--- src/alu_pkg.sv ---
// constants and types shared by the nibble exchange / xor datapath
package alu_pkg;
  localparam int DATA_WIDTH = 8;
  localparam int ADDR_WIDTH = 7;
  localparam int NIBBLE_WIDTH = 4;
  localparam logic [7:0] ACCUM_RESET = 8'h00;
  localparam logic ZERO_RESET = 1'b0;
  localparam logic DEST_ACCUM = 1'b0;
  localparam logic DEST_FILE = 1'b1;

  typedef enum logic [1:0]
  {
    op_none,
    nibble_exchange_op,
    accum_file_xor_op,
    accum_literal_xor_op
  } op_t;

  typedef enum logic [1:0]
  {
    idle_st,
    fetch_st,
    write_st
  } state_t;
endpackage

--- src/result_unit.sv ---
// combinational result and zero detection for the three operations
`timescale 1ns/1ps
module result_unit
  import alu_pkg::*;
#(
  parameter int WIDTH = alu_pkg::DATA_WIDTH
)
(
  input wire alu_pkg::op_t op,
  input wire logic [WIDTH-1:0] accum,
  input wire logic [WIDTH-1:0] operand,
  output logic [WIDTH-1:0] result,
  output logic result_zero
);
  import alu_pkg::*;

  always_comb
  begin
    case (op)
      nibble_exchange_op: result = {operand[NIBBLE_WIDTH-1:0], operand[WIDTH-1:NIBBLE_WIDTH]};
      accum_file_xor_op: result = accum ^ operand;
      accum_literal_xor_op: result = accum ^ operand;
      default: result = operand;
    endcase
  end

  assign result_zero = (result == '0);
endmodule // result_unit

--- src/nibble_swap_xor_alu.sv ---
// datapath slice executing nibble exchange, file xor and literal xor
`timescale 1ns/1ps
module nibble_swap_xor_alu
  import alu_pkg::*;
(
  input wire logic clock,
  input wire logic reset,
  input wire logic start,
  input wire alu_pkg::op_t op,
  input wire logic dest,
  input wire logic [alu_pkg::ADDR_WIDTH-1:0] file_addr,
  input wire logic [alu_pkg::DATA_WIDTH-1:0] literal,
  output logic busy,
  output logic done,
  output logic file_rd_en,
  output logic [alu_pkg::ADDR_WIDTH-1:0] file_rd_addr,
  input wire logic [alu_pkg::DATA_WIDTH-1:0] file_rd_data,
  output logic file_wr_en,
  output logic [alu_pkg::ADDR_WIDTH-1:0] file_wr_addr,
  output logic [alu_pkg::DATA_WIDTH-1:0] file_wr_data,
  output logic [alu_pkg::DATA_WIDTH-1:0] accum,
  output logic zero_flag
);
  import alu_pkg::*;

  state_t state;
  op_t held_op;
  logic held_dest;
  logic [ADDR_WIDTH-1:0] held_addr;
  logic [DATA_WIDTH-1:0] held_operand;
  logic [DATA_WIDTH-1:0] result;
  logic result_zero;
  logic accept;
  logic uses_file;
  logic forward;
  logic write_accum;
  logic write_file;

  // a request names a real operation
  function automatic logic op_valid(
    input op_t code
  );
    return code != op_none;
  endfunction

  // operations that take their operand from the file array
  function automatic logic needs_file(
    input op_t code
  );
    return (code == nibble_exchange_op) || (code == accum_file_xor_op);
  endfunction

  // final destination; the literal form always lands in the accumulator
  function automatic logic route_of(
    input op_t code,
    input logic dest_bit
  );
    return (code == accum_literal_xor_op) ? DEST_ACCUM : dest_bit;
  endfunction

  // only the two xor forms touch the zero flag
  function automatic logic sets_zero(
    input op_t code
  );
    return (code == accum_file_xor_op) || (code == accum_literal_xor_op);
  endfunction

  // write-back of the held operation lands in the given place this cycle
  function automatic logic lands_in(
    input state_t now,
    input logic route,
    input logic place
  );
    return (now == write_st) && (route == place);
  endfunction

  assign accept = start && (state == idle_st) && op_valid(op);
  assign uses_file = needs_file(op);
  assign busy = (state != idle_st);
  assign write_accum = lands_in(state, held_dest, DEST_ACCUM);
  assign write_file = lands_in(state, held_dest, DEST_FILE);

  // file read is issued combinationally, data is taken the next cycle
  assign file_rd_en = accept && uses_file;
  assign file_rd_addr = file_addr;

  // file operations walk idle, fetch, write; the literal form skips fetch
  // while not idle a new start is ignored, busy tells the decoder so
  always_ff @(posedge clock or posedge reset)
  begin
    if (reset)
      state <= idle_st;
    else
    begin
      case (state)
        idle_st:
        begin
          if (accept)
            state <= uses_file ? fetch_st : write_st;
        end
        fetch_st:
        begin
          // operand arrives from the array in this cycle
          state <= write_st;
        end
        write_st:
        begin
          // result lands in this cycle
          state <= idle_st;
        end
        default: state <= idle_st;
      endcase
    end
  end

  always_ff @(posedge clock or posedge reset)
  begin
    if (reset)
      held_op <= op_none;
    else if (accept)
      held_op <= op;
  end

  always_ff @(posedge clock or posedge reset)
  begin
    if (reset)
      held_dest <= DEST_ACCUM;
    else if (accept)
      held_dest <= route_of(op, dest);
  end

  always_ff @(posedge clock or posedge reset)
  begin
    if (reset)
      held_addr <= '0;
    else if (accept)
      held_addr <= file_addr;
  end

  // the array reads and writes on one edge, so a read of the slot being
  // written returns the old word; remember such a hit for the fetch cycle
  always_ff @(posedge clock or posedge reset)
  begin
    if (reset)
      forward <= 1'b0;
    else if (accept)
      forward <= file_wr_en && (file_wr_addr == file_addr);
  end

  always_ff @(posedge clock or posedge reset)
  begin
    if (reset)
      held_operand <= '0;
    else if (accept)
      held_operand <= literal;
    else if (state == fetch_st)
      held_operand <= forward ? file_wr_data : file_rd_data;
  end

  result_unit #(
    .WIDTH(DATA_WIDTH)
  ) u_result (
    .op(held_op),
    .accum(accum),
    .operand(held_operand),
    .result(result),
    .result_zero(result_zero)
  );

  always_ff @(posedge clock or posedge reset)
  begin
    if (reset)
      accum <= ACCUM_RESET;
    else if (write_accum)
      accum <= result;
  end

  always_ff @(posedge clock or posedge reset)
  begin
    if (reset)
      file_wr_en <= 1'b0;
    else
      file_wr_en <= write_file;
  end

  // address and data stand until the next file write
  always_ff @(posedge clock or posedge reset)
  begin
    if (reset)
      file_wr_addr <= '0;
    else if (write_file)
      file_wr_addr <= held_addr;
  end

  always_ff @(posedge clock or posedge reset)
  begin
    if (reset)
      file_wr_data <= '0;
    else if (write_file)
      file_wr_data <= result;
  end

  always_ff @(posedge clock or posedge reset)
  begin
    if (reset)
      zero_flag <= ZERO_RESET;
    else if ((state == write_st) && sets_zero(held_op))
      zero_flag <= result_zero;
  end

  // one-cycle completion pulse, the block is idle again
  always_ff @(posedge clock or posedge reset)
  begin
    if (reset)
      done <= 1'b0;
    else
      done <= (state == write_st);
  end
endmodule // nibble_swap_xor_alu

--- config.mk ---
export PLATFORM = sky130hd
export DESIGN_NAME = nibble_swap_xor_alu
export DESIGN_NICKNAME = d
export VERILOG_FILES = /design/src/alu_pkg.sv /design/src/result_unit.sv /design/src/nibble_swap_xor_alu.sv
export SDC_FILE = /design/constraint.sdc
export NUM_CORES = 1
export LEC_CHECK = 0
export BUFFER_PORTS_ARGS = -buffer_cell sky130_fd_sc_hd__buf_2
export CORE_UTILIZATION = 34
export CTS_BUF_LIST = sky130_fd_sc_hd__clkbuf_8 sky130_fd_sc_hd__clkbuf_16
export CTS_CLUSTER_DIAMETER = 150
export DETAILED_ROUTE_END_ITERATION = 6
export PLACE_DENSITY = 0.62
export SLEW_MARGIN = 20
export SYNTH_ARGS = -nofsm -noshare
export SYNTH_HDL_FRONTEND = slang
export SYNTH_SLANG_ARGS = --single-unit
--- constraint.sdc ---
create_clock -name clock -period 1.8 [get_ports clock]
set_clock_uncertainty 0.15 [all_clocks]
set_input_delay 0.27 -clock clock [delete_from_list [all_inputs] [get_ports clock]]
set_output_delay 0.27 -clock clock [all_outputs]
set_load 0.01 [all_outputs]
# After elaboration in Yosys (flattened, before gate mapping)
# Index checks and enable logic that the tools add are counted.
word_totals:
  inputBits: 29
  register_bits: 47
  elab_cells: 47
  out_inout_bits: 35
op_classes:
  n_bitwise: 2
  reduce_logical: 15
  mux: 8
  n_eq_ne: 10
ops:
  columns: ["op", "count"]
  rows:
  - ["2-to-1 mux 8 bit", 3]
  - ["case mux 8 bit (2 select lines)", 1]
  - ["== test 2 bit, second input constant", 5]
  - ["zero test 8 bit", 1]
  - ["bitwise XOR 8 bit", 1]
  - ["== test 7 bit", 1]
  - ["logical AND 1 bit", 7]
  - ["== test 2 x 1 -> 1 bit, second input constant", 3]
  - ["nonzero test 2 bit", 3]
  - ["2-to-1 mux 2 bit", 2]
  - ["case mux 2 bit (2 select lines)", 1]
  - ["zero test 2 bit", 1]
  - ["logical OR 1 bit", 2]
  - ["inequality test 2 bit, second input constant", 1]
  - ["OR reduction 2 bit", 1]
  - ["2-to-1 mux 1 bit", 1]
  - ["inverter 1 bit", 1]

# Longest topological paths before layout
logic_depth:
  ltp_word: 5
  depth_mapped: 7
  ltp_nobuf: 5

# Cells and area by module
# From an unflattened synthesis, not the netlist that was laid out.
hier_totals:
  cells_unflattened: 195
  area_unflattened_um2: 2423.6
by_module_without_submodules:
  columns: ["mod", "area_each_um2", "cells_each", "seq_area_each_um2", "n_inst"]
  rows:
  - ["nibble_swap_xor_alu", 2155.8, 166, 1176.1, 1]
  - ["result_unit", 267.8, 29, 0.0, 1]

# Least setup slack after synthesis
# Ideal clock, no wire load.
synth_path:
  path_type: "reg2reg"
  start: "register state[1]"
  end: "register held_operand[4]"
  path_slack_ns: 0.015
  arrival_time_ns: 1.509
  required_time_ns: 1.524
  synth_period_minus_slack_ns: 1.785
  stages_incl_launch_ff: 6
  setup_time_ns: 0.126
  path_buffers: 1
  cell_sequence: "dfrtp_1 > or2_4 > or3b_1 > buf_2 > and2_4 > a221o_1"
synth_via:
  elab_chain_len: 4
  word_cells_on_any_way: 6
  cone_classes: "eq/ne (1); mux (1); reduce/logical (4)"
synth_rtl:
  columns: ["element", "line_no", "rtl"]
  rows:
  - ["start, declared", "nibble_swap_xor_alu.sv:26", "state_t state;"]
  - ["start signal, assigned", "nibble_swap_xor_alu.sv:92", "state <= idle_st;"]
  - ["start signal, assigned", "nibble_swap_xor_alu.sv:99", "state <= uses_file ? fetch_st : write_st;"]
  - ["start signal, assigned", "nibble_swap_xor_alu.sv:104", "state <= write_st;"]
  - ["zero test 2 bit", "nibble_swap_xor_alu.sv:77", "assign accept = start && (state == idle_st) && op_valid(op);"]
  - ["logical AND 1 bit (2 in a row)", "nibble_swap_xor_alu.sv:77", null]
  - ["2-to-1 mux 8 bit or nonzero test 2 bit (tied branches)", null, null]
  - ["end signal, assigned", "nibble_swap_xor_alu.sv:155", "held_operand <= literal;"]
  - ["end signal, assigned", "nibble_swap_xor_alu.sv:157", "held_operand <= forward ? file_wr_data : file_rd_data;"]
  - ["end, declared", "nibble_swap_xor_alu.sv:30", "logic [DATA_WIDTH-1:0] held_operand;"]
# Several ways; a longest one is shown, not always the timed one.
# A chain may end at the register's enable or synchronous reset.

# Worst setup path in the final report
layout_path:
  start: "register state[0]"
  end: "output file_rd_en"
layout_via:
  elab_chain_len: 4
layout_rtl:
  columns: ["element", "line_no", "rtl"]
  rows:
  - ["zero test 2 bit", "nibble_swap_xor_alu.sv:77", null]
  - ["logical AND 1 bit (2 in a row)", "nibble_swap_xor_alu.sv:77", null]
  - ["logical AND 1 bit", "nibble_swap_xor_alu.sv:84", "assign file_rd_en = accept && uses_file;"]
  - ["end, declared", "nibble_swap_xor_alu.sv:15", "output logic file_rd_en,"]
# No other way between the ends.

==> metrics.txt <==
# TYPE chip_impl_metric gauge
chip_impl_metric{name="totalNegativeSetupSlack",unit="ns"} -0.0271
chip_impl_metric{name="synth.lib_cells_used.distinct",unit=""} 26
chip_impl_metric{name="drt.antenna.violating_nets",unit=""} 0
chip_impl_info{name="setup.worst_path.start_class",value="flip-flop"} 1
chip_impl_metric{name="synth-seq-area-share",unit="%"} 51.6
chip_impl_metric{name="layout.nets",unit=""} 329
chip_impl_metric{name="top_level_ports",unit=""} 64
chip_impl_metric{name="clkLatencyLatePin",unit="ns"} 0.29
chip_impl_metric{name="portBuffers",unit=""} 63
chip_impl_metric{name="number_of_sinks_driven_by_the_clock_tree",unit=""} 47
chip_impl_metric{name="clock_path_buffers",unit=""} 2
chip_impl_metric{name="first_pass_grt_wire_length",unit="um"} 8760
chip_impl_metric{name="max_cap_violations",unit=""} 0
chip_impl_metric{name="peakVddDrop",unit="V"} 0.000536
chip_impl_info{name="cts_tree",value="done"} 1
chip_impl_metric{name="antenna_found_initial",unit=""} 0
chip_impl_info{name="endpoint_kind",value="output port"} 1
chip_impl_metric{name="hold_slack",unit="ns"} 0.0230
chip_impl_info{name="most-common-layout-cells",value="buf_2 (63), nand2_1 (48), dfrtp_1 (47)"} 1
chip_impl_metric{name="layout_min_cycle_time",unit="ns"} 1.83
chip_impl_info{name="timing.setup.critical_path_class",value="reg2out"} 1
chip_impl_metric{name="hold_path_depth",unit=""} 3
chip_impl_metric{name="design_area",unit="sq mm"} 0.00290
chip_impl_info{name="min_from",value="literal[3]"} 1
chip_impl_metric{name="max-slew-margin-rel",unit="%"} 71.9
chip_impl_metric{name="regArea",unit="sq mm"} 0.00118
chip_impl_metric{name="synth.ff_latch_count",unit=""} 47
chip_impl_metric{name="vias_in_the_first_global_route",unit=""} 1793
chip_impl_metric{name="worst_r2r_path_depth",unit=""} 4
chip_impl_metric{name="use_met3",unit="%"} 3.36
chip_impl_info{name="hold_path_end",value="held_operand[3]"} 1
chip_impl_metric{name="cts_max_level",unit=""} 2
chip_impl_info{name="crit-reg2reg-capture",value="held_operand[4]"} 1
chip_impl_metric{name="fillerInstances",unit=""} 634
chip_impl_metric{name="routabilityCongestion",unit=""} 0.736
chip_impl_metric{name="rows",unit=""} 29
chip_impl_metric{name="n_antenna_cell",unit=""} 0
chip_impl_info{name="slowest_stage",value="dfrtp_1"} 1
chip_impl_metric{name="final_layout_size_suffix_gt1_share",unit="%"} 38.1
chip_impl_metric{name="synthToLayoutAreaGrowth",unit="%"} 27.0
chip_impl_metric{name="grt_util_met1",unit="%"} 21.3
chip_impl_metric{name="via_per_inst",unit=""} 4.77
chip_impl_metric{name="drt_drc_violations_left",unit=""} 8
chip_impl_metric{name="grt_max_degree",unit=""} 30
chip_impl_metric{name="drt-wirelength-per-cell",unit="um"} 13.9
chip_impl_metric{name="critical_path_maximum_fanout",unit=""} 3
chip_impl_info{name="status",value="finished with violations"} 1
chip_impl_metric{name="worst-slew-pin-transition",unit="ns"} 0.420
chip_impl_metric{name="ys.warnings.count",unit=""} 0
chip_impl_metric{name="die_w",unit="um"} 83.9
chip_impl_metric{name="final-setup-viol-count",unit=""} 1
chip_impl_info{name="startpoint",value="state[0]"} 1
chip_impl_info{name="cells_along_the_critical_path",value="or2_4, nor3b_4, and2_1, buf_2"} 1
chip_impl_metric{name="multiInputGateArea",unit="sq mm"} 0.00101
chip_impl_metric{name="cp_slowest_stage_delay",unit="ns"} 0.38
chip_impl_info{name="r2r_start",value="state[0]"} 1
chip_impl_metric{name="synth.avg_cell_area",unit="sq um"} 10.2
chip_impl_metric{name="final_core_utilization",unit="%"} 45.1
chip_impl_metric{name="grt_util_met2",unit="%"} 26.5
chip_impl_metric{name="power_density",unit="mW/mm^2"} 1380
chip_impl_metric{name="initial_core_util",unit="%"} 35.5
chip_impl_metric{name="floorplan.core_area",unit="sq mm"} 0.00642
chip_impl_metric{name="drtIter0Drc",unit=""} 108
chip_impl_metric{name="synth.cell_area",unit="sq mm"} 0.00228
chip_impl_metric{name="grtUsageTotal",unit="%"} 15.9
chip_impl_metric{name="tcrit_tclk_final",unit="%"} 102
chip_impl_metric{name="clk_pin_slew_worst_paths",unit="ns"} 0.09
chip_impl_metric{name="final_critical_path_setup_slack",unit="ns"} -0.0271
chip_impl_metric{name="syn-instance-count",unit=""} 223
chip_impl_metric{name="dp_hpwl",unit="um"} 3730
chip_impl_metric{name="finalHoldViolations",unit=""} 0
chip_impl_metric{name="total_leakage_power",unit="nW"} 1.46
chip_impl_metric{name="dieArea",unit="sq mm"} 0.00704
chip_impl_metric{name="worstPathRequired",unit="ns"} 1.38
chip_impl_info{name="violated_checks",value="design-rule violations, negative setup slack"} 1
chip_impl_metric{name="globalRoute.totalOverflow",unit=""} 0
chip_impl_metric{name="timing_limited_maximum_frequency",unit="MHz"} 547
chip_impl_metric{name="post_dp_cell_area",unit="sq mm"} 0.00277
chip_impl_metric{name="synthesis.nets",unit=""} 254
chip_impl_info{name="timing.hold.worst.class",value="in2reg"} 1
chip_impl_metric{name="vias",unit=""} 1794
chip_impl_metric{name="cts_buffers",unit=""} 5
chip_impl_info{name="worst_path_dominant_cell_family",value="simple AND/OR/NAND/NOR gates"} 1
chip_impl_metric{name="drt_pass1_iterations",unit=""} 7
chip_impl_info{name="clock-root-buffer",value="clkbuf_8"} 1
chip_impl_metric{name="postRouteWirelength",unit="um"} 5210
chip_impl_metric{name="worst_ep_arrival",unit="ns"} 1.41
chip_impl_info{name="final_common_cell",value="buf_2"} 1
chip_impl_metric{name="report.final.slew_viol_count",unit=""} 0
chip_impl_info{name="most_used_routing_layer",value="met2"} 1
chip_impl_info{name="rsz0062_at_grt",value="true"} 1
chip_impl_metric{name="worstPathBufferInverterCount",unit=""} 1
chip_impl_metric{name="r2r_slack",unit="ns"} 0.06
chip_impl_metric{name="dieHeight",unit="um"} 83.9
-- power by group --
group / total, mW / internal, mW / switching, mW
logic: 1.62 / 0.851 / 0.768
clock network: 0.616 / 0.262 / 0.353
registers: 1.75 / 1.43 / 0.323
total: 3.99 / 2.54 / 1.44
-- per-layer routing --
layer  wire length (um)  vias up  part of all wire, %
li1                   -      892                    -
met1               2470      845                   47
met2               2450       55                   47
met3                270        2                  5.2
met4                 19        0                 0.36
met5                  0        -                    0
-- flip-flops by register name (all words and copies together), names as in the netlist --
| signal | flops |
|---|---|
| accum | 8 |
| done | 1 |
| file_wr_en | 1 |
| file_wr_addr | 7 |
| forward | 1 |
| held_dest | 1 |
| file_wr_data | 8 |
| held_op | 2 |
| held_operand | 8 |
| zero_flag | 1 |
| state | 2 |
| held_addr | 7 |
-- cells in the mapped netlist --
cell type / n / area share [%]
nand2b_1: 1 / 0.27
a221o_1: 3 / 1.3
mux2i_1: 16 / 7.0
o21ai_0: 25 / 5.5
nor3b_1: 1 / 0.33
mux2_2: 15 / 7.4
ha_1: 2 / 1.1
o31ai_1: 2 / 0.66
nand3b_1: 1 / 0.33
xnor2_1: 7 / 2.7
nor2b_1: 1 / 0.27
or2_4: 1 / 0.38
inv_1: 5 / 0.82
a21oi_1: 5 / 1.1
and2_4: 1 / 0.38
nand4_1: 4 / 1.1
nor2_1: 8 / 1.3
nand2_1: 49 / 8.1
dfrtp_1: 47 / 52
clkbuf_1: 5 / 0.82
buf_2: 5 / 1.1
or3b_1: 1 / 0.38
buf_4: 7 / 2.3
buf_1: 1 / 0.16
and2_1: 2 / 0.55
xor2_1: 8 / 3.1
-- how the worst max path moves through the flow --
stage          cells past startpoint               to  slack (ns)
2_1_floorplan                      5  held_operand[4]        0.02
3_3_place_gp                       6  held_operand[2]        0.08
3_5_place_dp                       6  held_operand[2]        0.05
4_1_cts                            4       file_rd_en       -0.05
5_1_grt                            4       file_rd_en       -0.09
6_report                           4       file_rd_en       -0.03
-- timing repair --
item	4_1_cts	5_1_grt
gates cloned	0	0
buffers inserted	2	1
setup endpoints to repair	1	20
pin swaps	3	2
hold buffers	1	0
hold endpoints to repair	18	0
resized for setup	1	4
-- cell type report --
| class | count | area share, % |
|---|---|---|
| timing repair buffer | 86 | 17.8 |
| clock buffer | 5 | 2.38 |
| clock inverter | 3 | 0.432 |
| tap | 77 | 3.33 |
| inverter | 5 | 0.648 |
| multi-input combinational | 153 | 34.8 |
| sequential | 47 | 40.6 |
-- tightest hold or removal path, delay by kind of cell --
kind / cells / cell delay (ns)
buf+inv: 1 / 0.08
simple gates: 1 / 0.03
compound gates: 1 / 0.05
-- stage by stage --
step | std cells | power, mW | worst slack, ns
2_1_floorplan | 223 | 2.65 | 0.0152
4_1_cts | 375 | 4.01 | -0.0542
3_3_place_gp | 364 | 3.34 | 0.0770
6_report | 376 | 3.99 | -0.0271
5_1_grt | 376 | 4.29 | -0.0851
3_5_place_dp | 364 | 3.37 | 0.0466
-- kinds of logic after synthesis --
family / share of synthesized area (%)
adders and majority gates: 1.10
xor gates and xnor gates: 5.76
AOI/OAI and AO/OA: 8.56
muxes: 14.4
and+or+nand+nor: 13.4
buffers and inverters: 5.21
DFF: 51.6
Power figures use the tool's default switching activity.
